## config.mk

```make
export PLATFORM = sky130hd
export DESIGN_NAME = rkf_framer
export DESIGN_NICKNAME = d
export VERILOG_FILES = /design/src/rkf_pkg.sv /design/src/rkf_crc.sv /design/src/rkf_framer.sv
export SDC_FILE = /design/constraint.sdc
export NUM_CORES = 1
export LEC_CHECK = 0
export BUFFER_PORTS_ARGS = -buffer_cell sky130_fd_sc_hd__buf_2
export CORE_ASPECT_RATIO = 1.1
export CORE_MARGIN = 2
export CORE_UTILIZATION = 40
export DETAILED_ROUTE_END_ITERATION = 16
export PLACE_DENSITY = 0.6
export SLEW_MARGIN = 25
export SYNTH_ARGS = -nofsm -noshare
export SYNTH_HDL_FRONTEND = slang
export SYNTH_SLANG_ARGS = --single-unit
export TNS_END_PERCENT = 20
```

## constraint.sdc

```tcl
create_clock -name clk_i -period 7.4 [get_ports clk_i]
set_clock_uncertainty 0.15 [all_clocks]
set_input_delay 0.74 -clock clk_i [delete_from_list [all_inputs] [get_ports clk_i]]
set_output_delay 0.74 -clock clk_i [all_outputs]
set_load 0.02 [all_outputs]
```

## src/rkf_pkg.sv

```systemverilog
// Shared constants and types for the code word transmit framer
package rkf_pkg;

  // Clock and the shortest timing element
  localparam int RKF_CLK_MHZ = 250;
  localparam int RKF_BASE_US = 100;
  localparam int RKF_BASE_CYC = RKF_CLK_MHZ * RKF_BASE_US;

  // Guard intervals, in microseconds and in base ticks
  localparam int RKF_GUARD1_US = 6400;
  localparam int RKF_GUARD2_US = 51200;
  localparam int RKF_GUARD3_US = 102400;
  localparam int RKF_GUARD1_TK = RKF_GUARD1_US / RKF_BASE_US;
  localparam int RKF_GUARD2_TK = RKF_GUARD2_US / RKF_BASE_US;
  localparam int RKF_GUARD3_TK = RKF_GUARD3_US / RKF_BASE_US;

  // Wake-up burst lengths
  localparam int RKF_WAKE1_MS = 50;
  localparam int RKF_WAKE2_MS = 75;
  localparam int RKF_WAKE3_MS = 100;
  localparam int RKF_WAKE1_TK = RKF_WAKE1_MS * 1000 / RKF_BASE_US;
  localparam int RKF_WAKE2_TK = RKF_WAKE2_MS * 1000 / RKF_BASE_US;
  localparam int RKF_WAKE3_TK = RKF_WAKE3_MS * 1000 / RKF_BASE_US;

  // Indicator timing and the press queue window
  localparam int RKF_LED_ON1_MS = 50;
  localparam int RKF_LED_ON2_MS = 100;
  localparam int RKF_LED_OFF_MS = 500;
  localparam int RKF_QWIN_MS = 2000;
  localparam int RKF_LED_ON1_TK = RKF_LED_ON1_MS * 1000 / RKF_BASE_US;
  localparam int RKF_LED_ON2_TK = RKF_LED_ON2_MS * 1000 / RKF_BASE_US;
  localparam int RKF_LED_OFF_TK = RKF_LED_OFF_MS * 1000 / RKF_BASE_US;
  localparam int RKF_QWIN_TK = RKF_QWIN_MS * 1000 / RKF_BASE_US;

  // Frame shape
  localparam int RKF_PRE_TE = 16;
  localparam int RKF_HDR_SHORT_TE = 4;
  localparam int RKF_HDR_LONG_TE = 10;
  localparam int RKF_DATA_BITS = 65;
  localparam int RKF_WORD_BITS = 67;
  localparam int RKF_QUEUE_BITS = 2;
  localparam int RKF_MIN_WORDS = 2;

  // Modulation format codes
  localparam logic [1:0] RKF_FMT_PWM = 2'h0;
  localparam logic [1:0] RKF_FMT_MAN = 2'h1;
  localparam logic [1:0] RKF_FMT_VPWM = 2'h2;
  localparam logic [1:0] RKF_FMT_PPM = 2'h3;

  // One encoder configuration
  typedef struct packed {
    logic [1:0] guard_interval_select;
    logic [1:0] timing_element_select;
    logic header_long;
    logic [1:0] modulation_format_select;
    logic framing_bits_enable;
    logic press_queue_enable;
  } rkf_cfg_t;

  // Code word payload from the cipher side
  typedef struct packed {
    logic [31:0] fixed_part;
    logic [31:0] hop_part;
  } rkf_word_t;

endpackage : rkf_pkg

```

## src/rkf_crc.sv

```systemverilog
// Two-bit check value over the 65 leading bits of a code word
`timescale 1ns/10ps
module rkf_crc
  import rkf_pkg::*;
(
  input wire logic [RKF_DATA_BITS-1:0] bits_i,
  output logic [1:0] crc_o
);

  always_comb begin
    logic [1:0] c;
    logic t;
    c = 2'h0;
    t = 1'b0;
    // Bit 0 enters first, matching the order on air
    for (int n = 0; n < RKF_DATA_BITS; n++) begin
      t = c[0] ^ bits_i[n];
      c = {t, t ^ c[1]};
    end
    crc_o = c;
  end

endmodule : rkf_crc

```

## src/rkf_framer.sv

```systemverilog
// Transmit framer: wake-up, preamble, header, modulated bits, guard, radio enable and indicator
// Summary of operation
// - Transmission repeats code words: preamble, header, data, then guard interval.
// - Guard interval selectable as zero, 6.4, 51.2 or 102.4 ms.
// - Timing element selectable as 100, 200, 400 or 800 us.
// - Header lasts four or ten timing elements.
// - Guard, timing element and header length are per encoder configuration.
// - Four bit formats: pulse width, Manchester, variable width, pulse position.
// - Optional leading and trailing one bit around each code word.
// - Optional wake-up burst of 50, 75 or 100 ms before a transmission.
// - Wake-up setting is shared by both configurations.
// - With the option set, the shared pin drives radio enable high while sending.
// - Radio enable option blocks second configuration selection through the pin.
// - Radio enable drops only after the last word's guard interval.
// - Synthesizer setting picks ASK or FSK startup order of enable and data.
// - Indicator sinks while sending; on 50 or 100 ms, off 500 ms.
// - Low battery: no blinking unless blink option, then exactly one flash.
// - Two check bits over hop part, fixed part and low battery bit.
// - Check register starts at zero and is updated per bit as specified.
// - Queueing off: second press waits for minimum word count; words 67 bits, 69 with framing bits.
// - Queueing on: saturating two-bit counter, bumped by presses within 2 s.
// - Queueing on: a queued press cuts the current word short.
// - Queueing enable is per encoder configuration.
// - Data bits go out least significant bit first.
`timescale 1ns/10ps
module rkf_framer
  import rkf_pkg::*;
#(
  parameter int BASE_CYC = RKF_BASE_CYC,
  parameter int MIN_WORDS = RKF_MIN_WORDS
) (
  input wire logic clk_i,
  input wire logic sys_rst_i,
  input wire logic press_i,
  input wire logic select_i,
  input wire logic low_battery_flag_i,
  input wire rkf_cfg_t cfg1_i,
  input wire rkf_cfg_t cfg2_i,
  input wire logic [1:0] wake_select_i,
  input wire logic radio_enable_output_option_i,
  input wire logic synth_interface_select_i,
  input wire logic indicator_on_time_select_i,
  input wire logic indicator_low_battery_blink_i,
  input wire rkf_word_t word_i,
  output logic data_o,
  output logic select_o,
  output logic select_oe_o,
  output logic indicator_sink_o,
  output logic busy_o,
  output logic [1:0] queue_count_o
);

  localparam int BW = $clog2(BASE_CYC);

  typedef enum logic [2:0] {S_IDLE, S_LEAD, S_WAKE, S_PRE, S_HDR, S_BIT, S_GUARD} rkf_state_t;

  rkf_state_t state;
  logic [2:0] pin_meta;
  logic [2:0] pin_sync;
  logic press_s;
  logic sel_s;
  logic lowbat_s;
  logic press_prev;
  logic press_rise;
  logic [BW-1:0] base_cnt;
  logic tick;
  logic [2:0] te_cnt;
  logic [2:0] te_last;
  logic te_par;
  logic te_tick;
  rkf_cfg_t sel_cfg;
  rkf_cfg_t cur_cfg;
  logic [70:0] frame;
  logic [6:0] frame_len;
  logic [70:0] next_frame;
  logic [6:0] next_len;
  logic [RKF_DATA_BITS-1:0] data65;
  logic [1:0] crc;
  logic [3:0] slot;
  logic [3:0] hdr_last;
  logic [1:0] sub;
  logic [6:0] bidx;
  logic [5:0] pat;
  logic [10:0] long_cnt;
  logic [10:0] guard_tk;
  logic [10:0] wake_tk;
  logic [7:0] w_cnt;
  logic met;
  logic word_end;
  logic new_word;
  logic load;
  logic abort;
  logic pending;
  logic busy;
  logic next_data;
  rkf_state_t after_end;
  logic [14:0] win_cnt;
  logic [1:0] q_cnt;
  logic [1:0] next_q;
  logic [12:0] led_cnt;
  logic [12:0] on_tk;
  logic flashed;

  // Pins from outside pass two flops before use
  always_ff @(posedge clk_i or posedge sys_rst_i) begin
    if (sys_rst_i) begin
      pin_meta <= 3'h0;
      pin_sync <= 3'h0;
    end else begin
      pin_meta <= {low_battery_flag_i, select_i, press_i};
      pin_sync <= pin_meta;
    end
  end

  assign press_s = pin_sync[0];
  assign sel_s = pin_sync[1];
  assign lowbat_s = pin_sync[2];
  assign press_rise = press_s & ~press_prev;
  assign busy = state != S_IDLE;

  always_ff @(posedge clk_i or posedge sys_rst_i) begin
    if (sys_rst_i) begin
      press_prev <= 1'b0;
    end else begin
      press_prev <= press_s;
    end
  end

  // Free-running base tick at the shortest timing element
  assign tick = base_cnt == BW'(BASE_CYC - 1);

  always_ff @(posedge clk_i or posedge sys_rst_i) begin
    if (sys_rst_i) begin
      base_cnt <= '0;
    end else begin
      base_cnt <= tick ? '0 : base_cnt + 1'b1;
    end
  end

  // Configuration in force for the next word; the option pin cannot pick the second
  assign sel_cfg = (sel_s && !radio_enable_output_option_i) ? cfg2_i : cfg1_i;

  // Timing element: 1, 2, 4 or 8 base ticks
  assign te_last = 3'((4'h1 << cur_cfg.timing_element_select) - 4'h1);
  assign te_tick = tick && te_cnt == te_last;

  always_ff @(posedge clk_i or posedge sys_rst_i) begin
    if (sys_rst_i) begin
      te_cnt <= 3'h0;
      te_par <= 1'b0;
    end else if (load || !busy) begin
      te_cnt <= 3'h0;
      te_par <= 1'b0;
    end else if (tick) begin
      te_cnt <= te_tick ? 3'h0 : te_cnt + 3'h1;
      te_par <= te_tick ? ~te_par : te_par;
    end
  end

  assign hdr_last = cur_cfg.header_long ? 4'(RKF_HDR_LONG_TE - 1) : 4'(RKF_HDR_SHORT_TE - 1);

  always_comb begin
    case (cur_cfg.guard_interval_select)
      2'h0: guard_tk = 11'h0;
      2'h1: guard_tk = 11'(RKF_GUARD1_TK);
      2'h2: guard_tk = 11'(RKF_GUARD2_TK);
      default: guard_tk = 11'(RKF_GUARD3_TK);
    endcase
    case (wake_select_i)
      2'h0: wake_tk = 11'h0;
      2'h1: wake_tk = 11'(RKF_WAKE1_TK);
      2'h2: wake_tk = 11'(RKF_WAKE2_TK);
      default: wake_tk = 11'(RKF_WAKE3_TK);
    endcase
  end

  // Bit pattern: top two bits are slot count minus one, low four the level per slot
  function automatic logic [5:0] bit_pat(input logic [1:0] fmt, input logic b);
    case (fmt)
      RKF_FMT_PWM: bit_pat = b ? 6'h21 : 6'h23;
      RKF_FMT_MAN: bit_pat = b ? 6'h12 : 6'h11;
      RKF_FMT_VPWM: bit_pat = b ? 6'h11 : 6'h23;
      default: bit_pat = b ? 6'h22 : 6'h21;
    endcase
  endfunction : bit_pat

  assign pat = bit_pat(cur_cfg.modulation_format_select, frame[bidx]);

  // Word payload and its check bits
  assign data65 = {lowbat_s, word_i.fixed_part, word_i.hop_part};

  rkf_crc u_crc (
    .bits_i(data65),
    .crc_o(crc)
  );

  // Queue counter value that the next loaded word carries
  always_comb begin
    next_q = q_cnt;
    if (press_rise) begin
      if (win_cnt < 15'(RKF_QWIN_TK)) begin
        next_q = (q_cnt == 2'h3) ? 2'h3 : q_cnt + 2'h1;
      end else begin
        next_q = 2'h0;
      end
    end
  end

  // Frame assembly, bit 0 goes out first
  always_comb begin
    next_frame = '0;
    next_len = 7'h0;
    if (sel_cfg.framing_bits_enable) begin
      next_frame[0] = 1'b1;
      next_len = 7'h1;
    end
    next_frame = next_frame | (71'({crc, data65}) << next_len);
    next_len = next_len + 7'(RKF_WORD_BITS);
    if (sel_cfg.press_queue_enable) begin
      next_frame = next_frame | (71'(next_q) << next_len);
      next_len = next_len + 7'(RKF_QUEUE_BITS);
    end
    if (sel_cfg.framing_bits_enable) begin
      next_frame[next_len] = 1'b1;
      next_len = next_len + 7'h1;
    end
  end

  // Word sequencing decisions
  assign met = (9'(w_cnt) + 9'h1) >= 9'(MIN_WORDS);
  assign word_end = (state == S_BIT && te_tick && sub == pat[5:4] && bidx == frame_len - 7'h1
                     && guard_tk == 11'h0) || (state == S_GUARD && tick && long_cnt == guard_tk - 11'h1);
  assign new_word = word_end && pending && met;
  assign abort = busy && press_rise && cur_cfg.press_queue_enable;
  assign load = (!busy && press_rise) || new_word || abort;
  assign after_end = ((pending && met) || press_s || !met) ? S_PRE : S_IDLE;

  always_ff @(posedge clk_i or posedge sys_rst_i) begin
    if (sys_rst_i) begin
      cur_cfg <= '0;
      frame <= '0;
      frame_len <= 7'h0;
    end else if (load) begin
      cur_cfg <= sel_cfg;
      frame <= next_frame;
      frame_len <= next_len;
    end
  end

  // Second press held back until the minimum word count is done
  always_ff @(posedge clk_i or posedge sys_rst_i) begin
    if (sys_rst_i) begin
      pending <= 1'b0;
    end else if (busy && press_rise && !cur_cfg.press_queue_enable) begin
      pending <= 1'b1;
    end else if (new_word) begin
      pending <= 1'b0;
    end
  end

  always_ff @(posedge clk_i or posedge sys_rst_i) begin
    if (sys_rst_i) begin
      w_cnt <= 8'h0;
    end else if (load) begin
      w_cnt <= 8'h0;
    end else if (word_end && w_cnt != 8'hff) begin
      w_cnt <= w_cnt + 8'h1;
    end
  end

  // Window since the last press start; starts out of window
  always_ff @(posedge clk_i or posedge sys_rst_i) begin
    if (sys_rst_i) begin
      win_cnt <= 15'(RKF_QWIN_TK);
      q_cnt <= 2'h0;
    end else begin
      q_cnt <= next_q;
      if (press_rise) begin
        win_cnt <= 15'h0;
      end else if (tick && win_cnt != 15'(RKF_QWIN_TK)) begin
        win_cnt <= win_cnt + 15'h1;
      end
    end
  end

  // Sequencer
  always_ff @(posedge clk_i or posedge sys_rst_i) begin
    if (sys_rst_i) begin
      state <= S_IDLE;
      slot <= 4'h0;
      sub <= 2'h0;
      bidx <= 7'h0;
      long_cnt <= 11'h0;
    end else if (abort || new_word) begin
      state <= S_PRE;
      slot <= 4'h0;
      sub <= 2'h0;
      bidx <= 7'h0;
      long_cnt <= 11'h0;
    end else begin
      case (state)
        S_IDLE: begin
          slot <= 4'h0;
          sub <= 2'h0;
          bidx <= 7'h0;
          long_cnt <= 11'h0;
          if (press_rise) begin
            // FSK keys the synthesizer one element before any data
            state <= synth_interface_select_i ? S_LEAD : (wake_tk != 11'h0 ? S_WAKE : S_PRE);
          end
        end
        S_LEAD: begin
          if (te_tick) begin
            state <= (wake_tk != 11'h0) ? S_WAKE : S_PRE;
          end
        end
        S_WAKE: begin
          if (tick) begin
            if (long_cnt == wake_tk - 11'h1) begin
              long_cnt <= 11'h0;
              state <= S_PRE;
            end else begin
              long_cnt <= long_cnt + 11'h1;
            end
          end
        end
        S_PRE: begin
          if (te_tick) begin
            if (slot == 4'(RKF_PRE_TE - 1)) begin
              slot <= 4'h0;
              state <= S_HDR;
            end else begin
              slot <= slot + 4'h1;
            end
          end
        end
        S_HDR: begin
          if (te_tick) begin
            if (slot == hdr_last) begin
              slot <= 4'h0;
              state <= S_BIT;
            end else begin
              slot <= slot + 4'h1;
            end
          end
        end
        S_BIT: begin
          if (te_tick) begin
            if (sub == pat[5:4]) begin
              sub <= 2'h0;
              if (bidx == frame_len - 7'h1) begin
                bidx <= 7'h0;
                state <= (guard_tk == 11'h0) ? after_end : S_GUARD;
              end else begin
                bidx <= bidx + 7'h1;
              end
            end else begin
              sub <= sub + 2'h1;
            end
          end
        end
        S_GUARD: begin
          if (tick) begin
            if (long_cnt == guard_tk - 11'h1) begin
              long_cnt <= 11'h0;
              state <= after_end;
            end else begin
              long_cnt <= long_cnt + 11'h1;
            end
          end
        end
        default: state <= S_IDLE;
      endcase
    end
  end

  // Line level; low in idle, lead-in, header and guard
  always_comb begin
    case (state)
      S_WAKE: next_data = ~te_par;
      S_PRE: next_data = ~slot[0];
      S_BIT: next_data = pat[sub];
      default: next_data = 1'b0;
    endcase
  end

  // Data and radio enable share one register stage so they stay aligned
  always_ff @(posedge clk_i or posedge sys_rst_i) begin
    if (sys_rst_i) begin
      data_o <= 1'b0;
      select_o <= 1'b0;
      select_oe_o <= 1'b0;
      busy_o <= 1'b0;
      queue_count_o <= 2'h0;
    end else begin
      data_o <= next_data;
      select_o <= radio_enable_output_option_i && busy;
      select_oe_o <= radio_enable_output_option_i;
      busy_o <= busy;
      queue_count_o <= q_cnt;
    end
  end

  // Indicator: first flash at start, then off/on cycles
  assign on_tk = indicator_on_time_select_i ? 13'(RKF_LED_ON2_TK) : 13'(RKF_LED_ON1_TK);

  always_ff @(posedge clk_i or posedge sys_rst_i) begin
    if (sys_rst_i) begin
      indicator_sink_o <= 1'b0;
      led_cnt <= 13'h0;
      flashed <= 1'b0;
    end else if (!busy) begin
      indicator_sink_o <= 1'b0;
      led_cnt <= 13'h0;
      flashed <= 1'b0;
    end else if (lowbat_s && !indicator_low_battery_blink_i) begin
      indicator_sink_o <= 1'b0;
    end else if (tick) begin
      if (indicator_sink_o) begin
        if (led_cnt == on_tk - 13'h1) begin
          indicator_sink_o <= 1'b0;
          led_cnt <= 13'h0;
          flashed <= 1'b1;
        end else begin
          led_cnt <= led_cnt + 13'h1;
        end
      end else if (!flashed) begin
        indicator_sink_o <= 1'b1;
        led_cnt <= 13'h0;
      end else if (!lowbat_s) begin
        // A low battery leaves only the single flash
        if (led_cnt == 13'(RKF_LED_OFF_TK - 1)) begin
          indicator_sink_o <= 1'b1;
          led_cnt <= 13'h0;
        end else begin
          led_cnt <= led_cnt + 13'h1;
        end
      end
    end
  end
endmodule : rkf_framer

```

# --- Word-level counts from Yosys, hierarchy flattened ---
# Index checks and enable logic that the tools add are counted.
op_classes:
  n_reduce_logical: 55
  order_cmp: 6
  shifts: 3
  mux: 100
  add_sub_neg: 19
  bitwise: 135
  eq_ne: 44
ops:
  columns: ["operator", "count"]
  rows:
  - ["71-bit two-way mux", 2]
  - ["71-bit bitwise OR", 2]
  - ["1-bit XOR", 128]
  - ["13-bit two-way mux", 8]
  - ["1-bit by 71-bit bitwise OR with 71-bit output", 1]
  - ["2-bit by 7-bit << shifter with 71-bit output", 1]
  - ["67-bit by 7-bit << shifter with 71-bit output", 1]
  - ["11-bit case mux with 3 select lines", 2]
  - ["3-bit two-way mux", 19]
  - ["11-bit two-way mux", 5]
  - ["15-bit two-way mux", 3]
  - ["7-bit two-way mux", 6]
  - ["15-bit by 1-bit adder with 15-bit output, second input constant", 2]
  - ["10-bit case mux with 3 select lines", 1]
  - ["1-bit two-way mux", 24]
  - ["4-bit two-way mux", 6]
  - ["3-bit != test, second input constant", 8]
  - ["11-bit equality test", 2]
  - ["11-bit by 1-bit subtractor with 11-bit output, second input constant", 2]
  - ["3-bit case mux with 7 select lines", 1]
  - ["1-bit logical AND", 20]
  - ["2-bit two-way mux", 10]
  - ["6-bit case mux with 3 select lines", 1]
  - ["7-bit by 8-bit < comparator with 1-bit output, second input constant", 2]
  - ["other kinds (64)", 105]
totals:
  elab_cells: 392
  reg_bits: 186
  input_bits: 93

# --- Longest topological paths before layout ---
depth:
  ltp_word: 134
  mapped_depth: 14
  depth_no_buf: 11

# --- By module ---
# Synthesis repeated with hierarchy kept, for this count alone.
hier_totals:
  hier_cells: 1063
  hier_area_um2: 11178.2
by_module_without_submodules:
  columns: ["mod", "area_per_inst_um2", "cells_each", "n_inst", "seq_area_each_um2"]
  rows:
  - ["rkf_framer", 10602.7, 1002, 1, 4585.6]
  - ["rkf_crc", 575.6, 61, 1, 0.0]

# --- Worst setup path after synthesis ---
# No wires, ideal clock.
synth_timing:
  path_type: "reg-to-reg"
  startpoint: "register frame_len[0]"
  endpoint: "register slot[0]"
  arrival_ps: 2859
  required_time_ps: 7125
  period_less_slack_ps: 3134
  path_stages_with_launch: 12
  setup_slack_ps: 4266
  path_cell_list: "dfrtp_1 > inv_1 > ha_1 > nor3b_1 > or4_4 > a211oi_4 > nand4_2 > nand4_1 > o211a_4 > nor2b_1 > o32a_4 > mux2_4"
synth_between:
  elab_chain_cells: 10
  word_cells_on_any_way: 13
synth_lines:
  columns: ["item", "line_no", "source"]
  rows:
  - ["from (decl)", "rkf_framer.sv:74", "logic [6:0] frame_len;"]
  - ["from (signal assigned)", "rkf_framer.sv:246", "frame_len <= next_len;"]
  - ["7-bit by 1-bit subtractor with 7-bit output (*)", "rkf_framer.sv:231", "assign word_end = (state == S_BIT && te_tick && sub == pat[5:4] && bidx == frame_len - 7'h1"]
  - ["7-bit equality test (*)", "rkf_framer.sv:231", null]
  - ["1-bit logical AND (*)", "rkf_framer.sv:231", null]
  - ["1-bit logical AND (*)", "rkf_framer.sv:232", "&& guard_tk == 11'h0) || (state == S_GUARD && tick && long_cnt == guard_tk - 11'h1);"]
  - ["1-bit logical OR (*)", "rkf_framer.sv:232", null]
  - ["1-bit logical AND (*) (2 in a row)", "rkf_framer.sv:233", "assign new_word = word_end && pending && met;"]
  - ["1-bit logical OR (*)", "rkf_framer.sv:294", "end else if (abort || new_word) begin"]
  - ["3-bit != test (no source line) or 4-bit nonzero test (tied branches)", null, null]
  - ["3-bit AND reduction (no source line)", null, null]
  - ["to (signal assigned)", "rkf_framer.sv:333", "slot <= slot + 4'h1;"]
  - ["to (signal assigned)", "rkf_framer.sv:343", "slot <= slot + 4'h1;"]
  - ["to (decl)", "rkf_framer.sv:79", "logic [3:0] slot;"]
# Mark *: on every way between the ends. The rest lies on a longest branch, timed or not.
# A chain may end at the register's enable or synchronous reset.

# --- Worst setup path in the final report ---
layout_timing:
  startpoint: "register base_cnt[10]"
  endpoint: "register w_cnt[3]"
layout_between:
  elab_chain_cells: 12
  word_cells_on_any_way: 16
layout_lines:
  columns: ["item", "line_no", "source"]
  rows:
  - ["from (decl)", "rkf_framer.sv:65", "logic [BW-1:0] base_cnt;"]
  - ["from (signal assigned)", "rkf_framer.sv:136", "base_cnt <= tick ? '0 : base_cnt + 1'b1;"]
  - ["15-bit equality test (*)", "rkf_framer.sv:130", "assign tick = base_cnt == BW'(BASE_CYC - 1);"]
  - ["1-bit logical AND", "rkf_framer.sv:145", "assign te_tick = tick && te_cnt == te_last;"]
  - ["1-bit logical AND (3 in a row)", "rkf_framer.sv:231", null]
  - ["1-bit logical AND", "rkf_framer.sv:232", null]
  - ["1-bit logical OR (*)", "rkf_framer.sv:232", null]
  - ["1-bit logical AND (2 in a row)", "rkf_framer.sv:233", null]
  - ["1-bit logical OR (2 in a row)", "rkf_framer.sv:235", "assign load = (!busy && press_rise) || new_word || abort;"]
  - ["8-bit two-way mux or 2-bit nonzero test (tied branches)", null, null]
  - ["to (signal assigned)", "rkf_framer.sv:267", "w_cnt <= w_cnt + 8'h1;"]
  - ["to (decl)", "rkf_framer.sv:87", "logic [7:0] w_cnt;"]
# Marks and branches as above.

==> flow_metrics.env <==
export IMPL_hp_start="pin_meta[1]"
export IMPL_leakage_nw=5.141
export IMPL_p_sw_mw=1.188
export IMPL_yosysSeqAreaShare_pct=42.18
export IMPL_sw_frac_of_total_pct=35.63
export IMPL_overflow=0
export IMPL_nets=1386
export IMPL_yosys_top_cells_area="dfrtp_1 41%, nand2_1 6.9%, xnor2_1 6.2%"
export IMPL_arrival_ns=5.03
export IMPL_wl_um=26040
export IMPL_rows=63
export IMPL_start_util_pct=40.44
export IMPL_clock_fmax_ghz=0.2053
export IMPL_area_delta_synth_final_pct=12.02
export IMPL_synth_edf_count=0
export IMPL_cp_slowest_cell="nor4_1"
export IMPL_synth_nets=1319
export IMPL_required_ns=7.56
export IMPL_cts_resized=0
export IMPL_diodes=0
export IMPL_dieArea_mm2=0.02851
export IMPL_tns_ns=0
export IMPL_yosys_register_bits=183
export IMPL_root_buffer="clkbuf_16"
export IMPL_r2r_start="base_cnt[10]"
export IMPL_netlist_area_mm2=0.01087
export IMPL_pwr_share_clk_pct=26.3
export IMPL_h_tree_depth=4
export IMPL_cp_slowest_stage_delay_ns=0.95
export IMPL_worst_r2r_setup_slack_ns=2.53
export IMPL_final_max_slew_viol_count=0
export IMPL_die_y_um=176.9
export IMPL_internal_power_mw=2.146
export IMPL_synth_top_cell_by_area="dfrtp_1"
export IMPL_dp_cells=1610
export IMPL_crit_type="register to register"
export IMPL_synth_cell_type_count=79
export IMPL_clk_pin_slew_worst_paths_ns=0.07
export IMPL_ir_drop_uv=141.9
export IMPL_r2r_end="w_cnt[3]"
export IMPL_reg2reg_depth=10
export IMPL_clk_latency_ns=0.44
export IMPL_path_cells="nor4bb_1 -> nand4_1 -> nor4_1 -> nor2_1 -> nand4_1 -> o211a_4 -> a21o_4 -> buf_4 -> or4_1 -> nand2_1"
export IMPL_yosys_warnings=0
export IMPL_synthCells=1205
export IMPL_wire_per_inst_um=15.86
export IMPL_crit_cells=10
export IMPL_critPathBufInv=1
export IMPL_grt_use_total_pct=19.06
export IMPL_cp_max_fo=102
export IMPL_tightest_slew_ns=0.9439
export IMPL_hold_ws_ns=0.2043
export IMPL_critical_path_startpoint_type="register"
export IMPL_dr_pass1_iters=7
export IMPL_coreArea_mm2=0.02688
export IMPL_drc=0
export IMPL_post_synth_cell_area_avg_um2=9.021
export IMPL_grt_pass1_wl_um=44010
export IMPL_drv_cap=0
export IMPL_min_period_ns=4.870
export IMPL_cpMostUsedCell="nand4_1"
export IMPL_endpoint_kind="register"
export IMPL_port_buffers=99
export IMPL_slew_headroom_pct=37.07
export IMPL_dp_hpwl_um=18050
export IMPL_ios=100
export IMPL_cts_hold_buf=0
export IMPL_cts_tree="yes"
export IMPL_clock_sinks=183
export IMPL_die_x_um=161.2
export IMPL_grt_pass1_vias=8587
export IMPL_setup_viol=0
export IMPL_fin_crit_sh_pct=65.81
export IMPL_clock_path_buffers=2
export IMPL_numCtsBuffers=17
export IMPL_path_delay_family="simple AND/OR/NAND/NOR gates"
export IMPL_fillers=2651
export IMPL_antenna_found_initial=0
export IMPL_status="complete, no violations"
export IMPL_vias_per_cell=5.328
export IMPL_crit_end="w_cnt[3]"
export IMPL_synth_flop_cell="dfrtp_1"
export IMPL_powerDensity_mw_per_mm2=273.8
export IMPL_synth_top_area_share_pct=40.98
export IMPL_fin_cells=1642
export IMPL_drive_gt1_share_pct=14.24
export IMPL_num_vias=8749
export IMPL_grt_max_degree=112
export IMPL_final_hold_viol_count=0
export IMPL_crit_start="base_cnt[10]"
export IMPL_rsz0062_at_grt="no"
export IMPL_post_cts_setup_buffers=0
export IMPL_seqPwrFrac_pct=42.3
export IMPL_place_congestion=0.7943
export IMPL_async_flop_share_pct=100.0
export IMPL_combPwrFrac_pct=31.5
export IMPL_ant_nets=0
export IMPL_drtIter0Drc=496
export IMPL_hp_class="register to register"
worst min-delay path by stage:
stage | to | slack [ns] | cells past startpoint
3_5_place_dp | pin_sync[0] | 0.19 | 0
2_1_floorplan | pin_sync[0] | 0.18 | 0
3_3_place_gp | pin_sync[1] | 0.19 | 0
5_1_grt | pin_sync[0] | 0.21 | 0
6_report | pin_sync[1] | 0.20 | 0
4_1_cts | pin_sync[1] | 0.21 | 0
layout by cell type (no fill, tap or decap), types with 19 or more instances in the layout:
cell type and count:
nand2_1 199, dfrtp_1 178, nor2_1 148, buf_2 99
xnor2_1 77, a31oi_1 71, o21ai_0 42, a21oi_1 42
xor2_1 35, mux2i_1 32, nand3_1 28, ha_1 21
nand4_1 20, inv_1 19
per-layer routing:
layer,global-route usage [%],part of all wire [%],vias up
met1,26.37,48,4185
met5,0,0,-
met4,5.432,1.7,0
met2,31.55,47,179
met3,2.484,3.1,32
li1,-,-,4353
kinds of logic after synthesis:
logic type	after synthesis	synth area share (%)
flops	183	42.18
compound gates	226	13.43
simple gates	528	22.78
buf+inv	83	3.557
xor+xnor	113	9.243
fa+ha+maj	21	2.417
mux	51	6.388
area by class of cell:
class,count,area (um2),area share (%)
timing repair buffer,109,574.3,4.716
multi-input combinational,939,5922,48.63
tap,357,446.7,3.668
clock inverter,13,115.1,0.9453
sequential,183,4586,37.66
clock buffer,19,442.9,3.637
inverter,22,90.09,0.7398
power by group through the flow:
stage	Sequential [mW]	Clock [mW]	Combinational (mW)
3_3_place_gp	1.42	0	1.03
4_1_cts	1.41	0.899	1.05
3_5_place_dp	1.43	0	1.05
5_1_grt	1.45	0.937	1.18
6_report	1.41	0.876	1.05
2_1_floorplan	1.36	0	0.842
synthesized netlist by cell type (18+ instances only):
cell	count
ha_1	21
nor2b_1	18
xnor2_1	77
nor2_1	148
o21ai_0	42
mux2i_1	33
inv_1	21
a21oi_1	43
nand2_1	199
nand3_1	28
a31oi_1	71
nand2b_1	18
xor2_1	35
nand4_1	20
dfrtp_1	178
clkbuf_1	34
per-stage QoR:
step	total power [mW]	setup WS, ns	util [%]	instance area, um2
floorplan	2.201	1.546	-	10870
global placement	2.454	2.636	43.20	11610
detailed placement	2.476	2.562	43.20	11610
CTS	3.362	2.531	45.28	12170
global route	3.562	2.104	45.30	12180
finish	3.334	2.530	45.30	12180
registers in the layout, indices dropped and copies added (netlist names), 4 cells and up:
register / flops
frame_len: 4
cur_cfg: 8
base_cnt: 15
w_cnt: 8
long_cnt: 11
bidx: 7
slot: 4
win_cnt: 15
frame: 71
led_cnt: 13
(Power assumes the default switching activity.)
